===== src/rtl/nand_host_pkg.sv =====
package nand_host_pkg;
    localparam int CLK_PERIOD_NS = 50;
    localparam int WE_LOW_NS = 25;
    localparam int WE_HIGH_NS = 25;
    localparam int RE_LOW_NS = 25;
    localparam int BUSY_START_NS = 100;
    localparam int WE_LOW_CYC = (WE_LOW_NS + CLK_PERIOD_NS - 1) / CLK_PERIOD_NS;
    localparam int WE_HIGH_CYC = (WE_HIGH_NS + CLK_PERIOD_NS - 1) / CLK_PERIOD_NS;
    localparam int RE_LOW_CYC = (RE_LOW_NS + CLK_PERIOD_NS - 1) / CLK_PERIOD_NS;
    localparam int BUSY_START_CYC = (BUSY_START_NS + CLK_PERIOD_NS - 1) / CLK_PERIOD_NS;
    localparam logic [7:0] CMD_READ_SETUP = 8'h00;
    localparam logic [7:0] CMD_RAND_OUT = 8'h05;
    localparam logic [7:0] CMD_PROG_CONFIRM = 8'h10;
    localparam logic [7:0] CMD_DUMMY_CONFIRM = 8'h11;
    localparam logic [7:0] CMD_CACHE_WRITE = 8'h15;
    localparam logic [7:0] CMD_READ_CONFIRM = 8'h30;
    localparam logic [7:0] CMD_CACHE_READ = 8'h31;
    localparam logic [7:0] CMD_CACHE_READ_END = 8'h3f;
    localparam logic [7:0] CMD_PLANE_READ_SETUP = 8'h60;
    localparam logic [7:0] CMD_STATUS = 8'h70;
    localparam logic [7:0] CMD_DATA_INPUT = 8'h80;
    localparam logic [7:0] CMD_MP_SETUP = 8'h81;
    localparam logic [7:0] CMD_RAND_IN = 8'h85;
    localparam logic [7:0] CMD_RAND_OUT_CONFIRM = 8'he0;
    localparam logic [7:0] CMD_PLANE_STATUS = 8'hf1;
    localparam logic [7:0] CMD_RESET = 8'hff;
    localparam logic [1:0] KIND_CMD = 2'h0;
    localparam logic [1:0] KIND_ADDR = 2'h1;
    localparam logic [1:0] KIND_WRITE = 2'h2;
    localparam logic [1:0] KIND_READ = 2'h3;
    localparam logic [2:0] ADDR_CYC_FULL = 3'h5;
    localparam logic [2:0] ADDR_CYC_ROW = 3'h3;
    localparam logic [2:0] PLANE_BYTE_FULL = 3'h2;
    localparam logic [2:0] PLANE_BYTE_ROW = 3'h0;
    localparam int PLANE_BIT = 7;
    localparam int STAT_ARRAY_RDY_BIT = 5;
    localparam logic [3:0] REG_CMD = 4'h0;
    localparam logic [3:0] REG_STATUS = 4'h4;
    localparam logic [3:0] REG_CTRL = 4'h8;
    localparam int CMD_KIND_LSB = 8;
    localparam int ST_ENGINE_BIT = 0;
    localparam int ST_REFUSED_BIT = 1;
    localparam int ST_READY_BIT = 2;
    localparam int ST_CACHE_RD_BIT = 3;
    localparam int ST_DUMMY_BIT = 4;
    localparam int ST_PENDING_BIT = 5;
    localparam int ST_BYTE_LSB = 8;
    localparam int CTRL_CE_BIT = 0;
    localparam logic CTRL_CE_RST = 1'b0;

    typedef struct packed {
        logic ceN;
        logic cl;
        logic al;
        logic weN;
        logic reN;
        logic [7:0] ioOut;
        logic ioOe;
    } nandPins_s;

    typedef enum logic [2:0] {ST_IDLE, ST_STROBE, ST_HOLD, ST_WAITWB, ST_READ} st_e;

    typedef struct packed {
        st_e st;
        logic [3:0] cnt;
        nandPins_s pins;
        logic [7:0] rdByte;
        logic [7:0] lastCmd;
        logic [7:0] setupCmd;
        logic [2:0] addrCnt;
        logic plane;
        logic [6:0] page;
        logic [6:0] firstPage;
        logic cacheRd;
        logic dummy;
        logic pending;
        logic refused;
        logic ce;
        logic ack;
        logic [31:0] dat;
    } state_s;
endpackage


===== src/rtl/nand_host_ctrl.sv =====
// Local design decisions: the register addresses and register access over Wishbone.
`timescale 1ns/1ps
module nand_host_ctrl (
    input wire logic clk,
    input wire logic rstn,
    input wire logic cyc_i,
    input wire logic stb_i,
    input wire logic we_i,
    input wire logic [3:0] adr_i,
    input wire logic [3:0] sel_i,
    input wire logic [31:0] dat_i,
    output logic [31:0] dat_o,
    output logic ack_o,
    output nand_host_pkg::nandPins_s pins,
    input wire logic [7:0] ioIn,
    input wire logic readyBusy
);
    nand_host_pkg::state_s q;
    nand_host_pkg::state_s d;
    logic req;
    logic cmdWrite;
    logic [1:0] kind;
    logic [7:0] byteIn;
    logic busy;
    logic allowed;
    logic confirmOk;
    logic refuseSet;
    logic [31:0] rdData;

    assign req = cyc_i && stb_i && !q.ack;
    assign kind = dat_i[nand_host_pkg::CMD_KIND_LSB +: 2];
    assign byteIn = dat_i[7:0];
    assign busy = !readyBusy;
    assign cmdWrite = req && we_i && adr_i == nand_host_pkg::REG_CMD && sel_i[1:0] == 2'b11;

    // Commands the device would ignore are held back here, so software learns early
    always_comb begin
        allowed = 1'b1;
        if (byteIn == nand_host_pkg::CMD_RESET || byteIn == nand_host_pkg::CMD_STATUS) begin
            allowed = 1'b1;
        end else if (q.dummy) begin
            allowed = !busy && byteIn == nand_host_pkg::CMD_MP_SETUP;
        end else if (busy) begin
            allowed = byteIn == nand_host_pkg::CMD_PLANE_STATUS;
        end else if (byteIn == nand_host_pkg::CMD_PLANE_STATUS) begin
            allowed = 1'b1;
        end else if (q.cacheRd) begin
            allowed = byteIn == nand_host_pkg::CMD_CACHE_READ || byteIn == nand_host_pkg::CMD_CACHE_READ_END
                || byteIn == nand_host_pkg::CMD_RAND_OUT || byteIn == nand_host_pkg::CMD_RAND_OUT_CONFIRM;
        end else if (q.pending) begin
            allowed = byteIn == nand_host_pkg::CMD_DATA_INPUT || byteIn == nand_host_pkg::CMD_RAND_IN
                || byteIn == nand_host_pkg::CMD_CACHE_WRITE || byteIn == nand_host_pkg::CMD_PROG_CONFIRM;
        end else begin
            allowed = byteIn != nand_host_pkg::CMD_MP_SETUP;
        end
    end

    always_comb begin
        confirmOk = 1'b1;
        case (byteIn)
            nand_host_pkg::CMD_READ_CONFIRM: begin
                confirmOk = (q.setupCmd == nand_host_pkg::CMD_READ_SETUP && q.addrCnt == nand_host_pkg::ADDR_CYC_FULL)
                    || (q.setupCmd == nand_host_pkg::CMD_PLANE_READ_SETUP
                    && q.addrCnt == nand_host_pkg::ADDR_CYC_ROW);
            end
            nand_host_pkg::CMD_DUMMY_CONFIRM: begin
                confirmOk = q.setupCmd == nand_host_pkg::CMD_DATA_INPUT
                    && q.addrCnt == nand_host_pkg::ADDR_CYC_FULL && !q.plane;
            end
            nand_host_pkg::CMD_CACHE_WRITE: begin
                confirmOk = q.setupCmd == nand_host_pkg::CMD_DATA_INPUT
                    && q.addrCnt == nand_host_pkg::ADDR_CYC_FULL;
            end
            nand_host_pkg::CMD_PROG_CONFIRM: begin
                if (q.setupCmd == nand_host_pkg::CMD_MP_SETUP) begin
                    confirmOk = q.addrCnt == nand_host_pkg::ADDR_CYC_FULL && q.plane
                        && q.page == q.firstPage;
                end else begin
                    confirmOk = q.setupCmd == nand_host_pkg::CMD_DATA_INPUT
                        && q.addrCnt == nand_host_pkg::ADDR_CYC_FULL;
                end
            end
            default: confirmOk = 1'b1;
        endcase
    end

    always_comb begin
        rdData = '0;
        case (adr_i)
            nand_host_pkg::REG_CMD: rdData[7:0] = q.lastCmd;
            nand_host_pkg::REG_STATUS: begin
                rdData[nand_host_pkg::ST_ENGINE_BIT] = q.st != nand_host_pkg::ST_IDLE;
                rdData[nand_host_pkg::ST_REFUSED_BIT] = q.refused;
                rdData[nand_host_pkg::ST_READY_BIT] = readyBusy;
                rdData[nand_host_pkg::ST_CACHE_RD_BIT] = q.cacheRd;
                rdData[nand_host_pkg::ST_DUMMY_BIT] = q.dummy;
                rdData[nand_host_pkg::ST_PENDING_BIT] = q.pending;
                rdData[nand_host_pkg::ST_BYTE_LSB +: 8] = q.rdByte;
            end
            nand_host_pkg::REG_CTRL: rdData[nand_host_pkg::CTRL_CE_BIT] = q.ce;
            default: rdData = '0;
        endcase
    end

    always_comb begin
        d = q;
        refuseSet = 1'b0;
        d.ack = req;
        if (req && !we_i) begin
            d.dat = rdData;
        end
        if (req && we_i && adr_i == nand_host_pkg::REG_CTRL && sel_i[0]) begin
            d.ce = dat_i[nand_host_pkg::CTRL_CE_BIT];
        end
        if (cmdWrite) begin
            if (q.st != nand_host_pkg::ST_IDLE) begin
                refuseSet = 1'b1;
            end else if (kind == nand_host_pkg::KIND_CMD) begin
                if (!allowed || !confirmOk) begin
                    refuseSet = 1'b1;
                end else begin
                    d.lastCmd = byteIn;
                    d.pins.cl = 1'b1;
                    d.pins.ioOut = byteIn;
                    d.pins.ioOe = 1'b1;
                    d.pins.weN = 1'b0;
                    d.cnt = 4'(nand_host_pkg::WE_LOW_CYC - 1);
                    d.st = nand_host_pkg::ST_STROBE;
                    case (byteIn)
                        nand_host_pkg::CMD_READ_SETUP, nand_host_pkg::CMD_PLANE_READ_SETUP,
                        nand_host_pkg::CMD_DATA_INPUT, nand_host_pkg::CMD_MP_SETUP: begin
                            d.setupCmd = byteIn;
                            d.addrCnt = '0;
                        end
                        nand_host_pkg::CMD_CACHE_READ: d.cacheRd = 1'b1;
                        nand_host_pkg::CMD_CACHE_READ_END: d.cacheRd = 1'b0;
                        nand_host_pkg::CMD_DUMMY_CONFIRM: begin
                            d.dummy = 1'b1;
                            d.firstPage = q.page;
                        end
                        nand_host_pkg::CMD_CACHE_WRITE: d.pending = 1'b1;
                        nand_host_pkg::CMD_PROG_CONFIRM: d.pending = 1'b0;
                        nand_host_pkg::CMD_RESET: begin
                            d.cacheRd = 1'b0;
                            d.dummy = 1'b0;
                            d.pending = 1'b0;
                        end
                        default: begin
                        end
                    endcase
                    if (byteIn == nand_host_pkg::CMD_MP_SETUP) begin
                        d.dummy = 1'b0;
                    end
                end
            end else if (kind == nand_host_pkg::KIND_READ) begin
                d.pins.reN = 1'b0;
                d.pins.ioOe = 1'b0;
                d.cnt = 4'(nand_host_pkg::RE_LOW_CYC - 1);
                d.st = nand_host_pkg::ST_READ;
            end else if (busy || q.dummy) begin
                refuseSet = 1'b1;
            end else begin
                d.pins.al = kind == nand_host_pkg::KIND_ADDR;
                d.pins.ioOut = byteIn;
                d.pins.ioOe = 1'b1;
                d.pins.weN = 1'b0;
                d.cnt = 4'(nand_host_pkg::WE_LOW_CYC - 1);
                d.st = nand_host_pkg::ST_STROBE;
                if (kind == nand_host_pkg::KIND_ADDR) begin
                    if ((q.setupCmd == nand_host_pkg::CMD_PLANE_READ_SETUP && q.addrCnt == nand_host_pkg::PLANE_BYTE_ROW)
                        || (q.setupCmd != nand_host_pkg::CMD_PLANE_READ_SETUP
                        && q.addrCnt == nand_host_pkg::PLANE_BYTE_FULL)) begin
                        d.plane = byteIn[nand_host_pkg::PLANE_BIT];
                        d.page = byteIn[6:0];
                    end
                    if (q.addrCnt != 3'h7) begin
                        d.addrCnt = q.addrCnt + 3'h1;
                    end
                end
            end
        end
        case (q.st)
            nand_host_pkg::ST_IDLE: begin
            end
            nand_host_pkg::ST_STROBE: begin
                if (q.cnt == '0) begin
                    d.pins.weN = 1'b1;
                    d.cnt = 4'(nand_host_pkg::WE_HIGH_CYC - 1);
                    d.st = nand_host_pkg::ST_HOLD;
                end else begin
                    d.cnt = q.cnt - 4'h1;
                end
            end
            nand_host_pkg::ST_HOLD: begin
                if (q.cnt == '0) begin
                    d.pins.cl = 1'b0;
                    d.pins.al = 1'b0;
                    d.pins.ioOe = 1'b0;
                    // Ready/busy lags a command; wait so the next order sees it
                    d.cnt = 4'(nand_host_pkg::BUSY_START_CYC - 1);
                    d.st = q.pins.cl ? nand_host_pkg::ST_WAITWB : nand_host_pkg::ST_IDLE;
                end else begin
                    d.cnt = q.cnt - 4'h1;
                end
            end
            nand_host_pkg::ST_WAITWB: begin
                if (q.cnt == '0) begin
                    d.st = nand_host_pkg::ST_IDLE;
                end else begin
                    d.cnt = q.cnt - 4'h1;
                end
            end
            nand_host_pkg::ST_READ: begin
                if (q.cnt == '0) begin
                    d.rdByte = ioIn;
                    d.pins.reN = 1'b1;
                    d.st = nand_host_pkg::ST_IDLE;
                    if (q.lastCmd == nand_host_pkg::CMD_STATUS && ioIn[nand_host_pkg::STAT_ARRAY_RDY_BIT]) begin
                        d.pending = 1'b0;
                    end
                end else begin
                    d.cnt = q.cnt - 4'h1;
                end
            end
            default: d.st = nand_host_pkg::ST_IDLE;
        endcase
        d.pins.ceN = !d.ce;
        // Set beats a same-cycle clear so no refusal is lost
        d.refused = refuseSet || (q.refused && !(req && we_i && adr_i == nand_host_pkg::REG_STATUS && sel_i[0]
            && dat_i[nand_host_pkg::ST_REFUSED_BIT]));
    end

    always_ff @(posedge clk) begin
        if (!rstn) begin
            q <= '0;
            q.st <= nand_host_pkg::ST_IDLE;
            q.pins.ceN <= 1'b1;
            q.pins.weN <= 1'b1;
            q.pins.reN <= 1'b1;
            q.ce <= nand_host_pkg::CTRL_CE_RST;
        end else begin
            q <= d;
        end
    end

    assign dat_o = q.dat;
    assign ack_o = q.ack;
    assign pins = q.pins;
endmodule


===== config.mk =====
export PLATFORM = sky130hd
export DESIGN_NAME = nand_host_ctrl
export DESIGN_NICKNAME = d
export VERILOG_FILES = /design/src/rtl/nand_host_pkg.sv /design/src/rtl/nand_host_ctrl.sv
export SDC_FILE = /design/constraint.sdc
export NUM_CORES = 1
export LEC_CHECK = 0
export ABC_AREA = 1
export BUFFER_PORTS_ARGS = -buffer_cell sky130_fd_sc_hd__buf_2
export CAP_MARGIN = 10
export CORE_MARGIN = 2
export CORE_UTILIZATION = 61
export CTS_BUF_LIST = sky130_fd_sc_hd__clkbuf_8
export CTS_CLUSTER_SIZE = 10
export DETAILED_ROUTE_END_ITERATION = 10
export PLACE_DENSITY = 0.94
export SYNTH_ARGS = -nofsm -noshare
export SYNTH_HDL_FRONTEND = slang
export SYNTH_SLANG_ARGS = --single-unit

===== constraint.sdc =====
create_clock -name clk -period 5.79 [get_ports clk]
set_clock_uncertainty 0.15 [all_clocks]
set_input_delay 0.8685 -clock clk [delete_from_list [all_inputs] [get_ports clk]]
set_output_delay 0.8685 -clock clk [all_outputs]
set_load 0.05 [all_outputs]

Yosys cells after proc, flatten, opt, wreduce, memory -nomap -nowiden

Cells that the tools add are included.

Add/subtract/negate cells: 2
Equal/unequal tests: 39
Muxes and demuxes: 77
Bitwise operators: 5
Reduce and logical (&&, ||, !) cells: 67

Operators by type and width:

| operator                                            | count |
|---|---|
| equality test 8 bit, second input constant          | 8 |
| 2-to-1 mux 7 bit                                    | 6 |
| 2-to-1 mux 1 bit                                    | 36 |
| 2-to-1 mux 11 bit                                   | 3 |
| equality test 8 x 7 -> 1 bit, second input constant | 4 |
| 2-to-1 mux 9 bit                                    | 3 |
| 2-to-1 mux 13 bit                                   | 2 |
| AND reduction 5 bit                                 | 5 |
| equality test 8 x 5 -> 1 bit, second input constant | 3 |
| equality test 8 x 6 -> 1 bit, second input constant | 3 |
| 2-to-1 mux 8 bit                                    | 3 |
| logical AND 1 bit                                   | 22 |
| 2-to-1 mux 3 bit                                    | 7 |
| logical NOT 8 bit                                   | 2 |
| equality test 3 x 2 -> 1 bit, second input constant | 4 |
| logical OR 1 bit                                    | 12 |
| 2-to-1 mux 2 bit                                    | 6 |
| 2-to-1 mux 4 bit                                    | 3 |
| case mux 3 bit (4 select lines)                     | 1 |
| case mux 4 bit (3 select lines)                     | 1 |
| case mux 5 bit (2 select lines)                     | 1 |
| equality test 8 x 3 -> 1 bit, second input constant | 1 |
| logical NOT 1 bit                                   | 8 |
| logical NOT 4 bit                                   | 2 |
| 28 further kinds                                    | 44 |

Register bits: 85
Input bits: 54
Output and inout port bits: 47
Logic and storage cells: 213

Logic depth before layout (Yosys ltp)

Depth in word-level cells: 19
Gate-level depth with buffers: 22
Mapped depth without buffers: 21

Least setup slack after synthesis

OpenSTA, ideal clock, no wires.

Path kind: input port to flip-flop
From: input port adr_i[1]
To: register q[43] (netlist bit)
Library setup time: 120 ps
Arrival: 2453 ps
Required time: 5520 ps
Path slack: 3067 ps
Cell stages on the path: 15
Buffers on the path: 1
Cells stage by stage: nor2_1 > inv_1 > nor3_2 > inv_1 > nor3_4 > inv_2 > nor2_2 > inv_2 > nor2_2 > nand2_2 > nor2_1 > inv_1 > buf_2 > o21ai_0 > a21oi_1

Longest elaborated chain between the ends: 4

Ends and longest elaborated chain:

| what                            | RTL line             | source |
|---|---|---|
| from (decl)                     | nand_host_ctrl.sv:9  | `input wire logic [3:0] adr_i,` |
| logical NOT 4 bit               | nand_host_ctrl.sv:34 | `assign cmdWrite = req && we_i && adr_i == nand_host_pkg::REG_CMD && sel_i[1:0] == 2'b11;` |
| logical AND 1 bit (2 in series) | nand_host_ctrl.sv:34 |  |
| AND reduction 5 bit (no line)   | --                   |  |
| to (decl)                       | nand_host_ctrl.sv:18 | `nand_host_pkg::state_s q;` |

No other way between the ends.
A chain may end at the register's enable or synchronous reset.

Worst setup path after layout

From: input port adr_i[1]
To: register q[40] (netlist bit)

Same word-level chain as after synthesis.

==> results by group <==
Synth
  – Post-synth top area share: 37.68%
  – Post-Syn Area: 4516 um^2
  – Syn avg cell area: 7.067 um^2
  – Post-Synth Adder-Cell Area: 1.940%
  – Largest family of logic cells by synthesized area: simple AND/OR/NAND/NOR gates
  – Multiplexer share of the synthesized area: 0%
  – Post-Syn Instances: 639
  – Distinct cell type count after synthesis: 43
  – Yosys reg bits: 85
  – Synth warn: 0
  – Top cells by area, synth: dfxtp_1 (38%), nand2_1 (8.3%), buf_4 (8.0%)
  – Post-synthesis sequential area ratio: 37.68%
  – Largest area contributor in the netlist: dfxtp_1
  – Compound-Gate Fraction of Synth Area: 17.59%
  – Xor-xnor portion of the synthesized cell area: 0.1940%
  – Simple-gate portion of the synthesized area: 26.05%

GRT
  – Global-route wire length before repair: 17580 um
  – Initial antenna violation count: 0
  – Grt ovf: 0
  – Pin count of the biggest net entering global routing: 47
  – Vias in the first global route: 3898
  – Total track usage: 26.03%

Pwr
  – Max IR drop VDD: 0.1461 mV
  – Leakage: 2.036 nW
  – Pwr dens: 225.0 nW/um^2

Layout
  – Most frequent cells in the layout: nand2_1 (100), nor2_1 (88), dfxtp_1 (85)
  – Share of cells above drive strength 1: 15.57%
  – Most common cell after layout, fill and taps aside: nand2_1
  – Final Instance Area: 4755 um^2
  – Final #Nets: 724
  – Antenna diodes: 0
  – Syn-to-layout area delta: 5.292%

Route
  – Drt drc: 0
  – First DRT Iteration DRCs: 373
  – DR vias/cell: 5.482
  – DRT Pass-1 Iters: 7
  – Total wire length: 10370 um
  – WL per Instance: 13.53 um
  – Vias post-DR: 4205
  – Final ANT Viol Nets: 0

Placement
  – Post-DP HPWL: 7397 um
  – Routability congestion estimate: 0.9339
  – # port buffers: 60
  – Pre-CTS setup slack: 2.285 ns
  – Area of placed instances: 4572 um^2

CTS
  – Worst skew pair latency: 0.37 ns
  – Number of gates resized after cts: 0
  – Max clock buf depth: 2
  – Root Driver: clkbuf_8
  – CTS hold repair buffers: 0
  – CTS tree: done
  – Clock slew at reported path FFs: 0.09 ns
  – Clock H-tree levels: 3
  – Sink Count: 85
  – Inserted Clock Buffers: 9
  – Setup Fix Bufs, Post-CTS: 0

Die
  – Total core area: 7214 um^2
  – Initial Util: 62.59%
  – Rows: 31
  – Die Wd: 90.04 um
  – Die Y: 90.04 um
  – Die area: 8107 um^2
  – # IOs: 101

STA
  – Final Hold Fails: 0
  – WHS: 0.3111 ns
  – Min Tclk post-route: 3.174 ns
  – Max Clk Rate: 0.3151 GHz
  – Setup WS post-layout: 2.616 ns
  – Final setup viols: 0
  – Fin. max-slew vios: 0
  – Slew margin rel.: 34.34%
  – Setup TNS: 0 ns
  – Unrepaired setup endpoints after global routing: no
  – Crit share post-route: 54.82%
  – Worst slew pin tran: 0.9796 ns

Worst setup path
  – Crit path max fanout: 22
  – Crit end category: flop
  – Setup CP Type: input pin to flop
  – Worst setup SP type: input pin
  – Critical Path RT: 5.87 ns
  – WP data arrival: 3.26 ns

Hold path
  – Hold crit path type: flop to flop

Run
  – Max-capacitance violation count: 0

Run status
  – Status: finished, final reports clean
==> power by group <==
group	switching [mW]	leakage, nW	total (mW)	internal [mW]
combinational	0.0744	1.26	0.0929	0.0185
sequential	0.000459	0.685	0.585	0.585
clock	0.231	0.0864	0.392	0.161
total	0.306	2.04	1.07	0.764
==> registers in the layout, summed over array words and instances (netlist names) <==
signal and count:
pins 14, q 54, ack_o 1, dat_o 16
==> synth_stat cells (all sizes together) <==
| cell | count |
|---|---|
| o211ai | 3 |
| nand3b | 4 |
| nor3b | 1 |
| inv | 83 |
| buf | 52 |
| o31ai | 4 |
| a21boi | 1 |
| o21ai | 46 |
| clkbuf | 10 |
| o2111a | 1 |
| dfxtp | 85 |
| a221oi | 1 |
| nand2 | 106 |
| a21oi | 45 |
| a21o | 1 |
| a22oi | 11 |
| nor2 | 95 |
| nand3 | 32 |
| a211oi | 11 |
| nand4 | 8 |
| conb | 1 |
| nor4 | 3 |
| ha | 7 |
| nor3 | 13 |
| clkinv | 2 |
| a31oi | 10 |
| xor2 | 1 |
| or2 | 1 |
| o22ai | 1 |
==> cell families (layout without fill, tap and decap cells) <==
logic type,count (synthesis),count (layout)
compound gates,135,135
xor+xnor,1,1
fa+ha+maj,7,7
buf+inv,147,161
flops,85,85
other cells,1,16
simple gates,263,263
==> layout make-up <==
| class | count | area [um^2] |
|---|---|---|
| Multi-Input combinational cell | 422 | 2127 |
| Inverter | 85 | 319.1 |
| Fill cell | 633 | 2460 |
| Tap cell | 99 | 123.9 |
| Clock inverter | 7 | 58.81 |
| Sequential cell | 85 | 1702 |
| Clock buffer | 9 | 123.9 |
| Timing Repair Buffer | 60 | 300.3 |
==> metal layers <==
layer  GRT usage [%]  share of wire (%)
met5               0                  0
met4           10.38                1.9
met3           4.359                7.0
met2           44.61                 49
met1           32.63                 43
==> critical path: stages <==
cell,delay [ns]
buf_2,0.10
nor2_1,0.18
inv_1,0.12
nor3_2,0.15
inv_1,0.11
nor3_4,0.28
inv_2,0.09
nor2_2,0.17
inv_2,0.10
nor2_2,0.12
nand2_2,0.25
nor2_1,0.17
inv_1,0.22
o21ai_0,0.24
a21oi_1,0.08
==> path summary, 6_finish.rpt <==
path,slack (ns),cells past startpoint,to,start
max,2.62,15,q[40]$_SDFFE_PN0P_,adr_i[1]
min reg2reg,0.31,2,q[59]$_SDFFE_PN0P_,q[59]$_SDFFE_PN0P_
min,0.31,2,q[59]$_SDFFE_PN0P_,q[59]$_SDFFE_PN0P_
max reg2reg,2.92,9,q[50]$_SDFFE_PN0P_,q[98]$_SDFF_PN0_
==> per-stage QoR <==
stage / power [mW] / util (%) / std cells
6_report: 1.070 / 65.90 / 767
5_1_grt: 1.106 / 65.90 / 767
3_5_place_dp: 0.6898 / 63.37 / 751
3_3_place_gp: 0.6880 / 63.37 / 751
2_1_floorplan: 0.6731 / - / 654
4_1_cts: 1.070 / 65.90 / 767
No activity file was read; power rests on OpenSTA's default activity.
